## config.mk

```make
export PLATFORM = sky130hd
export DESIGN_NAME = spi_dev_port_flat
export DESIGN_NICKNAME = d
export VERILOG_FILES = /design/src/spi_port_pkg.sv /design/src/spi_link_if.sv /design/src/spi_dev_port.sv /design/src/flat_wrapper.sv
export SDC_FILE = /design/constraint.sdc
export NUM_CORES = 2
export LEC_CHECK = 0
export BUFFER_PORTS_ARGS = -buffer_cell sky130_fd_sc_hd__buf_2
export CORE_MARGIN = 10
export CORE_UTILIZATION = 25
export CTS_BUF_LIST = sky130_fd_sc_hd__clkbuf_8
export CTS_CLUSTER_SIZE = 40
export DETAILED_ROUTE_END_ITERATION = 6
export PLACE_DENSITY = 0.36
export SYNTH_ARGS = -nofsm -noshare
export SYNTH_HDL_FRONTEND = slang
export SYNTH_SLANG_ARGS = --single-unit
export TNS_END_PERCENT = 30
```

## constraint.sdc

```tcl
create_clock -name ref_clk -period 8.3 [get_ports ref_clk]
set_input_delay 0 -clock ref_clk [delete_from_list [all_inputs] [get_ports ref_clk]]
set_output_delay 0 -clock ref_clk [all_outputs]
set_load 0.02 [all_outputs]
```

## src/spi_port_pkg.sv

```systemverilog
package spi_port_pkg;
  // ----------------------------------------
  // operation modes (top two bits of first byte)
  // ----------------------------------------
  localparam logic [1:0] MODE_REG_WR = 2'h0;
  localparam logic [1:0] MODE_REG_RD = 2'h1;
  localparam logic [1:0] MODE_FIFO = 2'h2;
  localparam logic [1:0] MODE_DCMD = 2'h3;
  // fifo sub codes in the six trailing bits
  localparam logic [5:0] FIFO_LOAD_CODE = 6'h00;
  localparam logic [5:0] FIFO_READ_CODE = 6'h3f;
  // ----------------------------------------
  // sizes
  // ----------------------------------------
  localparam int BYTE_BITS = 8;
  localparam int FIFO_DEPTH = 96;
  localparam int FIFO_PTR_W = 7;
  localparam int REG_COUNT = 64;
  // register index of operation control, bit of its enable
  localparam logic [5:0] OP_CTRL_ADDR = 6'h02;
  localparam int OP_CTRL_EN_BIT = 7;
  // highest implemented address, rest is unmapped
  localparam logic [5:0] LAST_IMPL_ADDR = 6'h3b;
  // first read-only address
  localparam logic [5:0] FIRST_RO_ADDR = 6'h30;
  // ----------------------------------------
  // link clock timing
  // ----------------------------------------
  localparam int REF_CLK_NS = 50;
  localparam int SCLK_HALF_NS = 200;
  localparam int SCLK_HALF_CYC = (SCLK_HALF_NS + REF_CLK_NS - 1) / REF_CLK_NS;
  localparam logic [2:0] SCLK_HALF_LOAD = 3'(SCLK_HALF_CYC - 1);
endpackage

```

## src/spi_link_if.sv

```systemverilog
`timescale 1ns/100ps
interface spi_link_if;
  // chip select, active low, from master
  logic ss_n;
  // serial clock from master
  logic sclk;
  // master out
  logic mosi;
  // device out with enable
  logic miso_o;
  logic miso_oe;
  // resolved miso wire, low when nobody drives
  logic miso;
  assign miso = miso_oe ? miso_o : 1'b0;
  modport device (input ss_n, input sclk, input mosi, output miso_o, output miso_oe);
  modport master (output ss_n, output sclk, output mosi, input miso);
endinterface

```

## src/spi_dev_port.sv

```systemverilog
`timescale 1ns/100ps
// Functional notes
// - serial logic reset while chip select high
// - input sampled on falling serial clock
// - bytes of eight; first byte picks mode
// - most significant bit first both ways
// - modes: write, read, fifo, direct command
// - register address increments per data byte
// - output undriven except during read data
// - fifo only when enabled and oscillator stable
// - write byte commits on its last fall
// - partial register byte discarded
// - unmapped or read-only writes ignored
// - read data changes on rising edge
// - unmapped read returns all zeros
// - fifo load, code zero, 1..96 bytes
// - partial fifo load byte not stored
// - fifo read, code ones, streams fifo
// - partly read fifo byte stays unread
// - direct command launched on last fall
// - lasting command does not block link, raises irq
// - immediate command may chain other mode
// - master keeps select high when idle
// - read: address then data bytes returned
module spi_dev_port (
  // clock and reset
  input wire logic ref_clk,
  input wire logic rstn,
  // serial link
  spi_link_if.device link,
  // chip status
  input wire logic osc_stable,
  input wire logic cmd_busy,
  input wire logic cmd_done,
  // fifo fill from the receiver side
  input wire logic rx_push,
  input wire logic [7:0] rx_byte,
  // fifo drain toward the transmitter
  input wire logic tx_pop,
  output logic [7:0] tx_byte,
  output logic fifo_empty,
  // direct command launch
  output logic cmd_strobe,
  output logic [5:0] cmd_code_bits,
  output logic irq
);
  // ----------------------------------------
  // pin synchronisers
  // ----------------------------------------
  logic [1:0] ss_sync_r, sclk_sync_r, mosi_sync_r;
  logic ss_q_r, sclk_q_r;
  always_ff @(posedge ref_clk) begin
    if (!rstn) begin
      ss_sync_r <= 2'h3;
      sclk_sync_r <= 2'h0;
      mosi_sync_r <= 2'h0;
      ss_q_r <= 1'b1;
      sclk_q_r <= 1'b0;
    end else begin
      ss_sync_r <= {ss_sync_r[0], link.ss_n};
      sclk_sync_r <= {sclk_sync_r[0], link.sclk};
      mosi_sync_r <= {mosi_sync_r[0], link.mosi};
      ss_q_r <= ss_sync_r[1];
      sclk_q_r <= sclk_sync_r[1];
    end
  end
  logic ss_hi, sclk_fall, sclk_rise, mosi_s;
  assign ss_hi = ss_sync_r[1];
  assign sclk_fall = sclk_q_r & ~sclk_sync_r[1];
  assign sclk_rise = ~sclk_q_r & sclk_sync_r[1];
  assign mosi_s = mosi_sync_r[1];

  // ----------------------------------------
  // register file and fifo storage
  // ----------------------------------------
  logic [7:0] regs_r [spi_port_pkg::REG_COUNT];
  logic [7:0] fifo_r [spi_port_pkg::FIFO_DEPTH];
  logic [6:0] wr_ptr_r, rd_ptr_r, count_r;

  typedef enum {ST_HEAD, ST_REG_WR, ST_REG_RD, ST_FIFO_LD, ST_FIFO_RD, ST_IGNORE} port_state_e;
  port_state_e state_r, state_nxt;
  logic [2:0] bit_r, bit_nxt;
  logic [7:0] sh_r, sh_nxt;
  logic [5:0] addr_r, addr_nxt;
  logic [7:0] out_r, out_nxt;
  logic oe_r, oe_nxt;
  logic cmd_r, cmd_nxt;
  logic [5:0] code_r, code_nxt;
  logic reg_we, fifo_we, fifo_pop_spi;
  logic [7:0] byte_in;
  logic fifo_ok;

  assign byte_in = {sh_r[6:0], mosi_s};
  assign fifo_ok = regs_r[spi_port_pkg::OP_CTRL_ADDR][spi_port_pkg::OP_CTRL_EN_BIT] & osc_stable;

  // read value for an address, zero when unmapped
  function automatic logic [7:0] reg_rd(input logic [5:0] a);
    reg_rd = (a > spi_port_pkg::LAST_IMPL_ADDR) ? 8'h00 : regs_r[a];
  endfunction

  // ----------------------------------------
  // serial state machine, next values
  // ----------------------------------------
  always_comb begin
    state_nxt = state_r;
    bit_nxt = bit_r;
    sh_nxt = sh_r;
    addr_nxt = addr_r;
    out_nxt = out_r;
    oe_nxt = oe_r;
    cmd_nxt = 1'b0;
    code_nxt = code_r;
    reg_we = 1'b0;
    fifo_we = 1'b0;
    fifo_pop_spi = 1'b0;
    // held in reset while select high
    if (ss_hi) begin
      state_nxt = ST_HEAD;
      bit_nxt = 3'h0;
      sh_nxt = 8'h00;
      oe_nxt = 1'b0;
    end else if (sclk_fall) begin
      sh_nxt = byte_in;
      bit_nxt = bit_r + 3'h1;
      if (bit_r == 3'h7) begin
        case (state_r)
          ST_HEAD: begin
            addr_nxt = byte_in[5:0];
            case (byte_in[7:6])
              spi_port_pkg::MODE_REG_WR: state_nxt = ST_REG_WR;
              spi_port_pkg::MODE_REG_RD: state_nxt = ST_REG_RD;
              spi_port_pkg::MODE_FIFO: begin
                if (!fifo_ok) state_nxt = ST_IGNORE;
                else if (byte_in[5:0] == spi_port_pkg::FIFO_LOAD_CODE) state_nxt = ST_FIFO_LD;
                else if (byte_in[5:0] == spi_port_pkg::FIFO_READ_CODE) state_nxt = ST_FIFO_RD;
                else state_nxt = ST_IGNORE;
              end
              default: begin
                cmd_nxt = 1'b1;
                code_nxt = byte_in[5:0];
                state_nxt = ST_HEAD;
              end
            endcase
          end
          ST_REG_WR: begin
            reg_we = 1'b1;
            addr_nxt = addr_r + 6'h1;
          end
          ST_REG_RD: addr_nxt = addr_r + 6'h1;
          // only whole bytes enter the fifo
          ST_FIFO_LD: fifo_we = (count_r != 7'(spi_port_pkg::FIFO_DEPTH));
          // pop only after a full byte went out
          ST_FIFO_RD: fifo_pop_spi = (count_r != 7'h00);
          default: state_nxt = state_r;
        endcase
      end
    end else if (sclk_rise) begin
      case (state_r)
        ST_REG_RD: begin
          oe_nxt = 1'b1;
          out_nxt = reg_rd(addr_r) << bit_r;
        end
        ST_FIFO_RD: begin
          oe_nxt = 1'b1;
          out_nxt = ((count_r == 7'h00) ? 8'h00 : fifo_r[rd_ptr_r]) << bit_r;
        end
        default: oe_nxt = 1'b0;
      endcase
    end
  end

  // ----------------------------------------
  // serial state registers
  // ----------------------------------------
  always_ff @(posedge ref_clk) begin
    if (!rstn) begin
      state_r <= ST_HEAD;
      bit_r <= 3'h0;
      sh_r <= 8'h00;
      addr_r <= 6'h00;
      out_r <= 8'h00;
      oe_r <= 1'b0;
      cmd_r <= 1'b0;
      code_r <= 6'h00;
    end else begin
      state_r <= state_nxt;
      bit_r <= bit_nxt;
      sh_r <= sh_nxt;
      addr_r <= addr_nxt;
      out_r <= out_nxt;
      oe_r <= oe_nxt;
      cmd_r <= cmd_nxt;
      code_r <= code_nxt;
    end
  end
  assign link.miso_o = out_r[7];
  assign link.miso_oe = oe_r;
  assign cmd_strobe = cmd_r;
  assign cmd_code_bits = code_r;

  // ----------------------------------------
  // register writes
  // ----------------------------------------
  // partial bytes never reach reg_we, so a short frame changes nothing
  always_ff @(posedge ref_clk) begin
    if (!rstn) begin
      for (int i = 0; i < spi_port_pkg::REG_COUNT; i++) regs_r[i] <= 8'h00;
    end else if (reg_we && addr_r < spi_port_pkg::FIRST_RO_ADDR) begin
      regs_r[addr_r] <= byte_in;
    end
  end

  // ----------------------------------------
  // fifo pointers, next values
  // ----------------------------------------
  logic do_push, do_pop;
  logic [7:0] push_data;
  logic [6:0] wr_ptr_nxt, rd_ptr_nxt, count_nxt;
  logic [7:0] tx_byte_nxt;
  logic irq_nxt, empty_nxt;
  always_comb begin
    // spi side wins over the chip side when both want the fifo
    do_push = fifo_we | (rx_push & (count_r != 7'(spi_port_pkg::FIFO_DEPTH)));
    push_data = fifo_we ? byte_in : rx_byte;
    do_pop = fifo_pop_spi | (tx_pop & (count_r != 7'h00) & ~fifo_pop_spi);
    wr_ptr_nxt = wr_ptr_r;
    rd_ptr_nxt = rd_ptr_r;
    count_nxt = count_r;
    if (do_push) wr_ptr_nxt = (wr_ptr_r == 7'(spi_port_pkg::FIFO_DEPTH - 1)) ? 7'h00 : wr_ptr_r + 7'h1;
    if (do_pop) rd_ptr_nxt = (rd_ptr_r == 7'(spi_port_pkg::FIFO_DEPTH - 1)) ? 7'h00 : rd_ptr_r + 7'h1;
    if (do_push && !do_pop) count_nxt = count_r + 7'h1;
    else if (do_pop && !do_push) count_nxt = count_r - 7'h1;
    tx_byte_nxt = fifo_r[rd_ptr_nxt];
    empty_nxt = (count_nxt == 7'h00);
    // irq on lasting command completion, held until next command
    irq_nxt = cmd_done ? 1'b1 : (cmd_r ? 1'b0 : irq);
  end

  // ----------------------------------------
  // fifo and status registers
  // ----------------------------------------
  always_ff @(posedge ref_clk) begin
    if (!rstn) begin
      wr_ptr_r <= 7'h00;
      rd_ptr_r <= 7'h00;
      count_r <= 7'h00;
      tx_byte <= 8'h00;
      fifo_empty <= 1'b1;
      irq <= 1'b0;
    end else begin
      wr_ptr_r <= wr_ptr_nxt;
      rd_ptr_r <= rd_ptr_nxt;
      count_r <= count_nxt;
      tx_byte <= tx_byte_nxt;
      fifo_empty <= empty_nxt;
      irq <= irq_nxt;
    end
  end
  always_ff @(posedge ref_clk) begin
    if (do_push) fifo_r[wr_ptr_r] <= push_data;
  end
  // cmd_busy is left unused; master must wait per protocol
  logic unused_busy;
  assign unused_busy = cmd_busy;
endmodule

```

## src/flat_wrapper.sv

```systemverilog
// flat-port wrapper written by rule: the top's interface ports become plain ports
module spi_dev_port_flat 
  (ref_clk, rstn, osc_stable, cmd_busy, cmd_done, rx_push, rx_byte, tx_pop, tx_byte, fifo_empty, cmd_strobe, cmd_code_bits, irq, link_ss_n, link_sclk, link_mosi, link_miso_o, link_miso_oe);
  spi_link_if link_i ();
  input wire logic ref_clk;
  input wire logic rstn;
  input wire logic osc_stable;
  input wire logic cmd_busy;
  input wire logic cmd_done;
  input wire logic rx_push;
  input wire logic [7:0] rx_byte;
  input wire logic tx_pop;
  output logic [7:0] tx_byte;
  output logic fifo_empty;
  output logic cmd_strobe;
  output logic [5:0] cmd_code_bits;
  output logic irq;
  input wire logic [$bits(link_i.ss_n)-1:0] link_ss_n;
  input wire logic [$bits(link_i.sclk)-1:0] link_sclk;
  input wire logic [$bits(link_i.mosi)-1:0] link_mosi;
  output wire logic [$bits(link_i.miso_o)-1:0] link_miso_o;
  output wire logic [$bits(link_i.miso_oe)-1:0] link_miso_oe;
  assign link_i.ss_n = link_ss_n;
  assign link_i.sclk = link_sclk;
  assign link_i.mosi = link_mosi;
  assign link_miso_o = link_i.miso_o;
  assign link_miso_oe = link_i.miso_oe;
  spi_dev_port u_core (.ref_clk(ref_clk), .rstn(rstn), .link(link_i), .osc_stable(osc_stable), .cmd_busy(cmd_busy), .cmd_done(cmd_done), .rx_push(rx_push), .rx_byte(rx_byte), .tx_pop(tx_pop), .tx_byte(tx_byte), .fifo_empty(fifo_empty), .cmd_strobe(cmd_strobe), .cmd_code_bits(cmd_code_bits), .irq(irq));
endmodule
```

* Word-level counts from Yosys, hierarchy flattened
Memories as Yosys holds them, arrays and structs flattened. A register that Yosys moved wholly into a read port is not among the register bits. Cells that the tools add are included.
Cells by class: multiplexer cells 42, bitwise operators 17, reduce and logical (&&, ||, !) cells 26, shifts and indexed selects 2, $lt $le $gt $ge 2, equal/unequal tests 11, add/subtract/negate cells 6
Operators with widths (count):
- case mux 32 bit (3 select lines) | 1
- == test 32 x 2 -> 1 bit, second input constant | 2
- 2-to-1 mux 32 bit | 2
- 2-to-1 mux 7 bit | 6
- == test 32 x 1 -> 1 bit, second input constant | 1
- == test 32 x 3 -> 1 bit, second input constant | 1
- logical NOT 32 bit | 1
- 2-to-1 mux 8 bit | 4
- 2-to-1 mux 1 bit | 24
- adder 7 x 1 -> 7 bit, second input constant | 3
- 2-to-1 mux 6 bit | 3
- case mux 8 bit (2 select lines) | 1
- left shift 8 x 3 -> 8 bit | 2
- == test 7 bit, second input constant | 2
- logical NOT 7 bit | 2
- case mux 6 bit (2 select lines) | 1
- NOT 1 bit | 9
- AND reduction 4 bit | 2
- OR reduction 8 bit | 1
- inequality test 7 bit, second input constant | 1
- nonzero test 7 bit | 1
- subtractor 7 x 1 -> 7 bit, second input constant | 1
- adder 6 x 1 -> 6 bit, second input constant | 1
- bitwise AND 1 bit | 6
- 19 further kinds | 28
Storage, ports and cells: memories kept 2, logic and storage cells 125, register bits after elaboration 94, bits in writable memories 1280, input bits 18
Memory list:
- u_core.fifo_r | words 96, width 8, rd ports 2, clocked after Yosys merged registers in 2, write ports 1, line spi_dev_port.sv:77 | logic [7:0] fifo_r [spi_port_pkg::FIFO_DEPTH];
- u_core.regs_r | words 64, width 8, rd ports 2, clocked after Yosys merged registers in 1, write ports 64, line spi_dev_port.sv:76 | logic [7:0] regs_r [spi_port_pkg::REG_COUNT];

* Logic depth before layout (Yosys ltp)
depth after elaboration 12, depth in mapped cells 17

* Worst setup path after synthesis
Ideal clock, no wire load.
path kind flip-flop to flip-flop, start point register u_core.bit_r[0], end point memory u_core.fifo_r[0][6], data pin, arrival 5142 ps, cell stages (with the launch flop) 7, slack 2207 ps, path through dfxtp_1 ha_1 ha_1 and4bb_2 nand4_1 buf_1 o21ai_0
On the way: word-level cells in the longest chain between the ends 5
RTL lines:
- start: declaration | line spi_dev_port.sv:82 | logic [2:0] bit_r, bit_nxt;
- start signal: assignment | line spi_dev_port.sv:187 | bit_r <= bit_nxt;
- == test 3 bit | line spi_dev_port.sv:125 | if (bit_r == 3'h7) begin
- 2-to-1 mux 1 bit | line spi_dev_port.sv:125
- 2-to-1 mux 1 bit | line spi_dev_port.sv:122 | end else if (sclk_fall) begin
- 2-to-1 mux 1 bit | line spi_dev_port.sv:117 | if (ss_hi) begin
- 2-to-1 mux 8 bit | line spi_dev_port.sv:224 | push_data = fifo_we ? byte_in : rx_byte;
- named net u_core.push_data[6] | line spi_dev_port.sv:217 | logic [7:0] push_data;
- end: declaration | line spi_dev_port.sv:77
The timed path passes the listed nets, and every way through them passes these cells.

* Worst setup path in the final report
start point register u_core.state_r[0], end point register u_core.tx_byte[1], read port of u_core.fifo_r
On the way: word-level cells in the longest chain between the ends 9
RTL lines:
- start: declaration | line spi_dev_port.sv:81 | port_state_e state_r, state_nxt;
- start signal: assignment | line spi_dev_port.sv:186 | state_r <= state_nxt;
- == test 32 x 3 -> 1 bit (*) | line spi_dev_port.sv:126 | case (state_r)
- 2-to-1 mux 1 bit (*) | line spi_dev_port.sv:126
- 2-to-1 mux 1 bit (*) | line spi_dev_port.sv:125
- 2-to-1 mux 1 bit (*) | line spi_dev_port.sv:122
- 2-to-1 mux 1 bit (*) | line spi_dev_port.sv:117
- NOT 1 bit | line spi_dev_port.sv:225 | do_pop = fifo_pop_spi | (tx_pop & (count_r != 7'h00) & ~fifo_pop_spi);
- bitwise AND 1 bit | line spi_dev_port.sv:225
- OR 1 bit (*) | line spi_dev_port.sv:225
- 2-to-1 mux 7 bit (*) | line spi_dev_port.sv:230 | if (do_pop) rd_ptr_nxt = (rd_ptr_r == 7'(spi_port_pkg::FIFO_DEPTH - 1)) ? 7'h00 : rd_ptr_r + 7'h1;
- end: declaration | line spi_dev_port.sv:40 | output logic [7:0] tx_byte,
Every way passes the cells marked *; elsewhere a longest branch is shown, timed or not. A chain may end at the register's enable or synchronous reset.

==> flow_summary.yaml <==
critical_path:
  timing.critical_path.slowest_stage_cell: "a2111oi_0"
  reg2reg_from: "u_core.state_r[0]$_SDFFE_PP0P_"
  timing.setup.critical_path_class: "register to register"
  r2r_cells: 10
  reg2reg_slack_ns: 1.97
  worst-endpoint-required_ns: 9.26
  critical_path.startpoint_type: "register"
  path_buf_inv: 1
  cpLargestDelayFamily: "compound AO/OA/AOI/OAI gates"
  critical_path_fanouts_max: 60
  crit_path_cell_trace: "nor3b_2 > a21o_1 > nand3_1 > nand2_4 > buf_12 > a2111oi_0 > a2111oi_0 > a2111oi_0 > a31oi_1 > a221o_1"
  worstPathArrival_ns: 7.29
  worst_path_most_repeated_cell: "a2111oi_0"
  critical_path.endpoint_type: "register"
  r2r-end: "u_core.tx_byte[1]$_SDFF_PN0_"
  maximum_cell_stage_delay_along_the_critical_path_ns: 1.25
sta:
  rsz0062_at_grt: "no"
  fin_tns_setup_ns: 0
  max-slew-margin-rel: 0.00157
  worst_hold_slack_ns: 0.182
  final_period_minus_worst_setup_slack_ns: 6.33
  setup_viol: 0
  layout_worst_path_cycle_share: 0.763
  hold_violations: 0
  drv_slew: 0
  max_clock_freq_mhz: 158
  worstMarginPinSlew_ns: 1.46
  clock-skew-final_ns: 0.0580
worst_hold_path:
  holdCritPathClass: "input port to register"
  worst_hold_path.num_cells: 7
  worst_hold_path.endpoint: "u_core.state_r[2]$_SDFFE_PP0P_"
  hold_path_startpoint: "osc_stable"
global_routing:
  grt_pass1_vias: 42447
  grtUsageTotal: 0.165
  grt_first_pass_wirelength_mm: 328
  globalRouteOverflowTotal: 0
  grt_start_max_net_pins: 116
  grt_antenna_before_repair: 14
final_layout:
  layout_cell_share_with_drive_strength_beyond_1: 0.179
  area.growth.synth_to_final_pct: 15.3
  finalNetCount: 4931
detailed_routing:
  drt_iter0_markers: 3707
  detailroute.via_count: 41728
  routed_wirelength_mm: 232
  route.antenna.remaining_nets: 0
  detail_route.first_pass.iterations: 5
  avgViaCountPerCell: 4.94
  detail_route.drc_violations: 0
  detail_route.wl_per_cell_um: 27.5
power_and_ir_drop:
  power.switching_fraction: 0.388
  leak_uw: 0.0241
  pwr-share-comb: 0.348
  vdd_ir_drop_max_mv: 0.302
  share_clk_of_total_power: 0.289
  power.switching_uw: 8320
  post-layout-total-power_uw: 21400
  power_frac_seq: 0.362
  internal_power_uw: 13100
  power_per_cell_area_nw_per_um2: 293
clock_tree:
  max-clock-path-buffers: 4
  path_clk_slew_ns: 0.06
  cts_inserted_buffers: 275
  cts_max_level: 5
  tritoncts: "done"
  cts-root-buf: "clkbuf_8"
  insertion_delay_ns: 1.03
  clock_sinks: 1352
  cts_resized: 0
  setup_buffers_after_cts: 0
synthesis:
  synth_async_sr_flop_share: 0
  synth_flop_cell: "edfxtp_1"
  synthesis_warning_total: 0
  netlist_top_cells_count: "edfxtp_1, nand2_1, and2_1"
  synth.most_common_cell: "edfxtp_1"
  post_synth_inst_count: 4662
  ys_ff_latch: 1352
  number_of_flops_mapped_to_enable_cells_by_yosys: 1280
  netlist.area_leader.share: 0.605
  synth_seq_area_share: 0.628
  synth.largest_area_cell: "edfxtp_1"
  avgSynthCellArea_um2: 13.6
  netlist_top_cells_area: "edfxtp_1, mux4_2, nand2_1, and2_1, dfxtp_1"
  synth_cell_type_count: 77
  mappedNetlistArea_um2: 63500
place:
  finalWeightedCongestion: 0.794
  placed_wire_length_estimate_mm: 147
  io_buffer_count: 35
floorplanning:
  die_y_um: 524
  boundaryPins: 37
  floorplan.rows: 184
  fp.dieArea_um2: 275000
  initial_core_util: 0.252
  placeableCoreArea_um2: 252000
  fp.dieW_um: 524
outcome:
  outcome: "finished, violations left"
  failed_checks: "max-capacitance violations"
job:
  max_cap_viol_count: 2
power groups by stage:
stage / registers, µW / clock network [µW] / logic, µW
6_report: 7760 / 6190 / 7460
5_1_grt: 7770 / 6730 / 7940
4_1_cts: 7760 / 6430 / 7520
3_5_place_dp: 7900 / 0 / 7480
3_3_place_gp: 7900 / 0 / 7510
2_1_floorplan: 7840 / 0 / 4540
area by class of cell:
type | count | area [µm²]
diodes | 4 | 10.0
clock buffers | 289 | 3980
clock inverters | 172 | 702
fillers | 25533 | 179000
inverters | 31 | 116
multi-input cells | 3028 | 22500
flip-flops and latches | 1352 | 39900
well taps | 3348 | 4190
repair buffers | 218 | 1720
how the worst max path moves through the flow:
stage                     slack, ns                             to                           start  cells past startpoint
after floorplan                2.21  u_core.fifo_r[0][6]$_DFFE_PP_    u_core.bit_r[0]$_SDFFE_PP0N_                      6
after global placement         2.28   u_core.tx_byte[1]$_SDFF_PN0_    u_core.bit_r[1]$_SDFFE_PP0N_                     12
after detailed placement       2.27   u_core.tx_byte[1]$_SDFF_PN0_    u_core.bit_r[1]$_SDFFE_PP0N_                     12
after CTS                      2.26   u_core.tx_byte[1]$_SDFF_PN0_    u_core.bit_r[1]$_SDFFE_PP0N_                     12
after global routing           1.97   u_core.tx_byte[1]$_SDFF_PN0_    u_core.bit_r[1]$_SDFFE_PP0N_                     12
final                          1.97   u_core.tx_byte[1]$_SDFF_PN0_  u_core.state_r[0]$_SDFFE_PP0P_                     10
worst reg2reg max path, stage by stage, from the launching register on:
cell       delay (ns)
dfxtp_1          0.49
nor3b_2          0.59
a21o_1           0.45
nand3_1          0.64
nand2_4          0.89
buf_12           0.56
a2111oi_0        0.17
a2111oi_0        1.25
a2111oi_0        0.16
a31oi_1          0.89
a221o_1          0.22
per-stage QoR:
stage | util | cells | cell area, µm² | worst slack [ns]
floorplan | - | 4789 | 64000 | 2.21
global placement | 0.271 | 7949 | 68200 | 2.28
detailed placement | 0.271 | 7949 | 68200 | 2.27
CTS | 0.290 | 8438 | 73200 | 2.26
global route | 0.290 | 8440 | 73200 | 1.97
finish | 0.290 | 8442 | 73200 | 1.97
flip-flops by register name (all words and copies together), names as in the netlist, 2 cells and up, named ones only:
name,count
u_core.state_r,3
u_core.ss_sync_r,2
u_core.mosi_sync_r,2
u_core.rd_ptr_r,7
u_core.tx_byte,8
u_core.sclk_sync_r,2
u_core.bit_r,3
u_core.sh_r,7
u_core.regs_r,512
u_core.addr_r,6
u_core.cmd_code_bits,6
u_core.wr_ptr_r,7
u_core.fifo_r,768
u_core.count_r,7
cells by family after synthesis:
group                    Yosys count  synth area share
XOR/XNOR                          16           0.00221
adder cells (fa/ha/maj)            7           0.00138
AND/OR/NAND/NOR                 1842             0.141
buffers and inverters            409            0.0264
other                              1         0.0000591
multiplexers                     479             0.140
AO/OA/AOI/OAI                    556            0.0615
flip-flops                      1352             0.628
metal layers:
metal | track usage | up-vias | routed length, µm
met4 | 0.0455 | 2 | 5870
li1 | - | 18330 | -
met2 | 0.264 | 1307 | 107000
met3 | 0.0285 | 353 | 12000
met5 | 0 | - | 13
met1 | 0.231 | 21736 | 107000
cells in the final DEF (no fill, tap or decap), types with 23 or more instances in the layout:
cell type / n
and2_1: 357
nand2_1: 687
a21oi_1: 79
and3_1: 124
buf_2: 34
edfxtp_1: 1280
clkinv_2: 24
mux2i_1: 136
buf_4: 148
conb_1: 128
nor3_1: 73
dfxtp_1: 55
dlygate4sd3_1: 28
nor2b_1: 23
nand4_1: 32
a31oi_1: 97
o21ai_1: 27
nand3_1: 241
nor2_1: 223
a311oi_1: 55
inv_1: 111
o21ai_0: 63
clkbuf_8: 289
clkinv_1: 57
mux4_2: 323
a221oi_1: 23
a211oi_1: 31
what timing repair did:
item / in CTS / in global routing
endpoints found under the hold margin: 275 / 0
hold buffers: 28 / 0
endpoints found under the setup margin: 0 / 0
No activity file was read; power rests on OpenSTA's default activity.
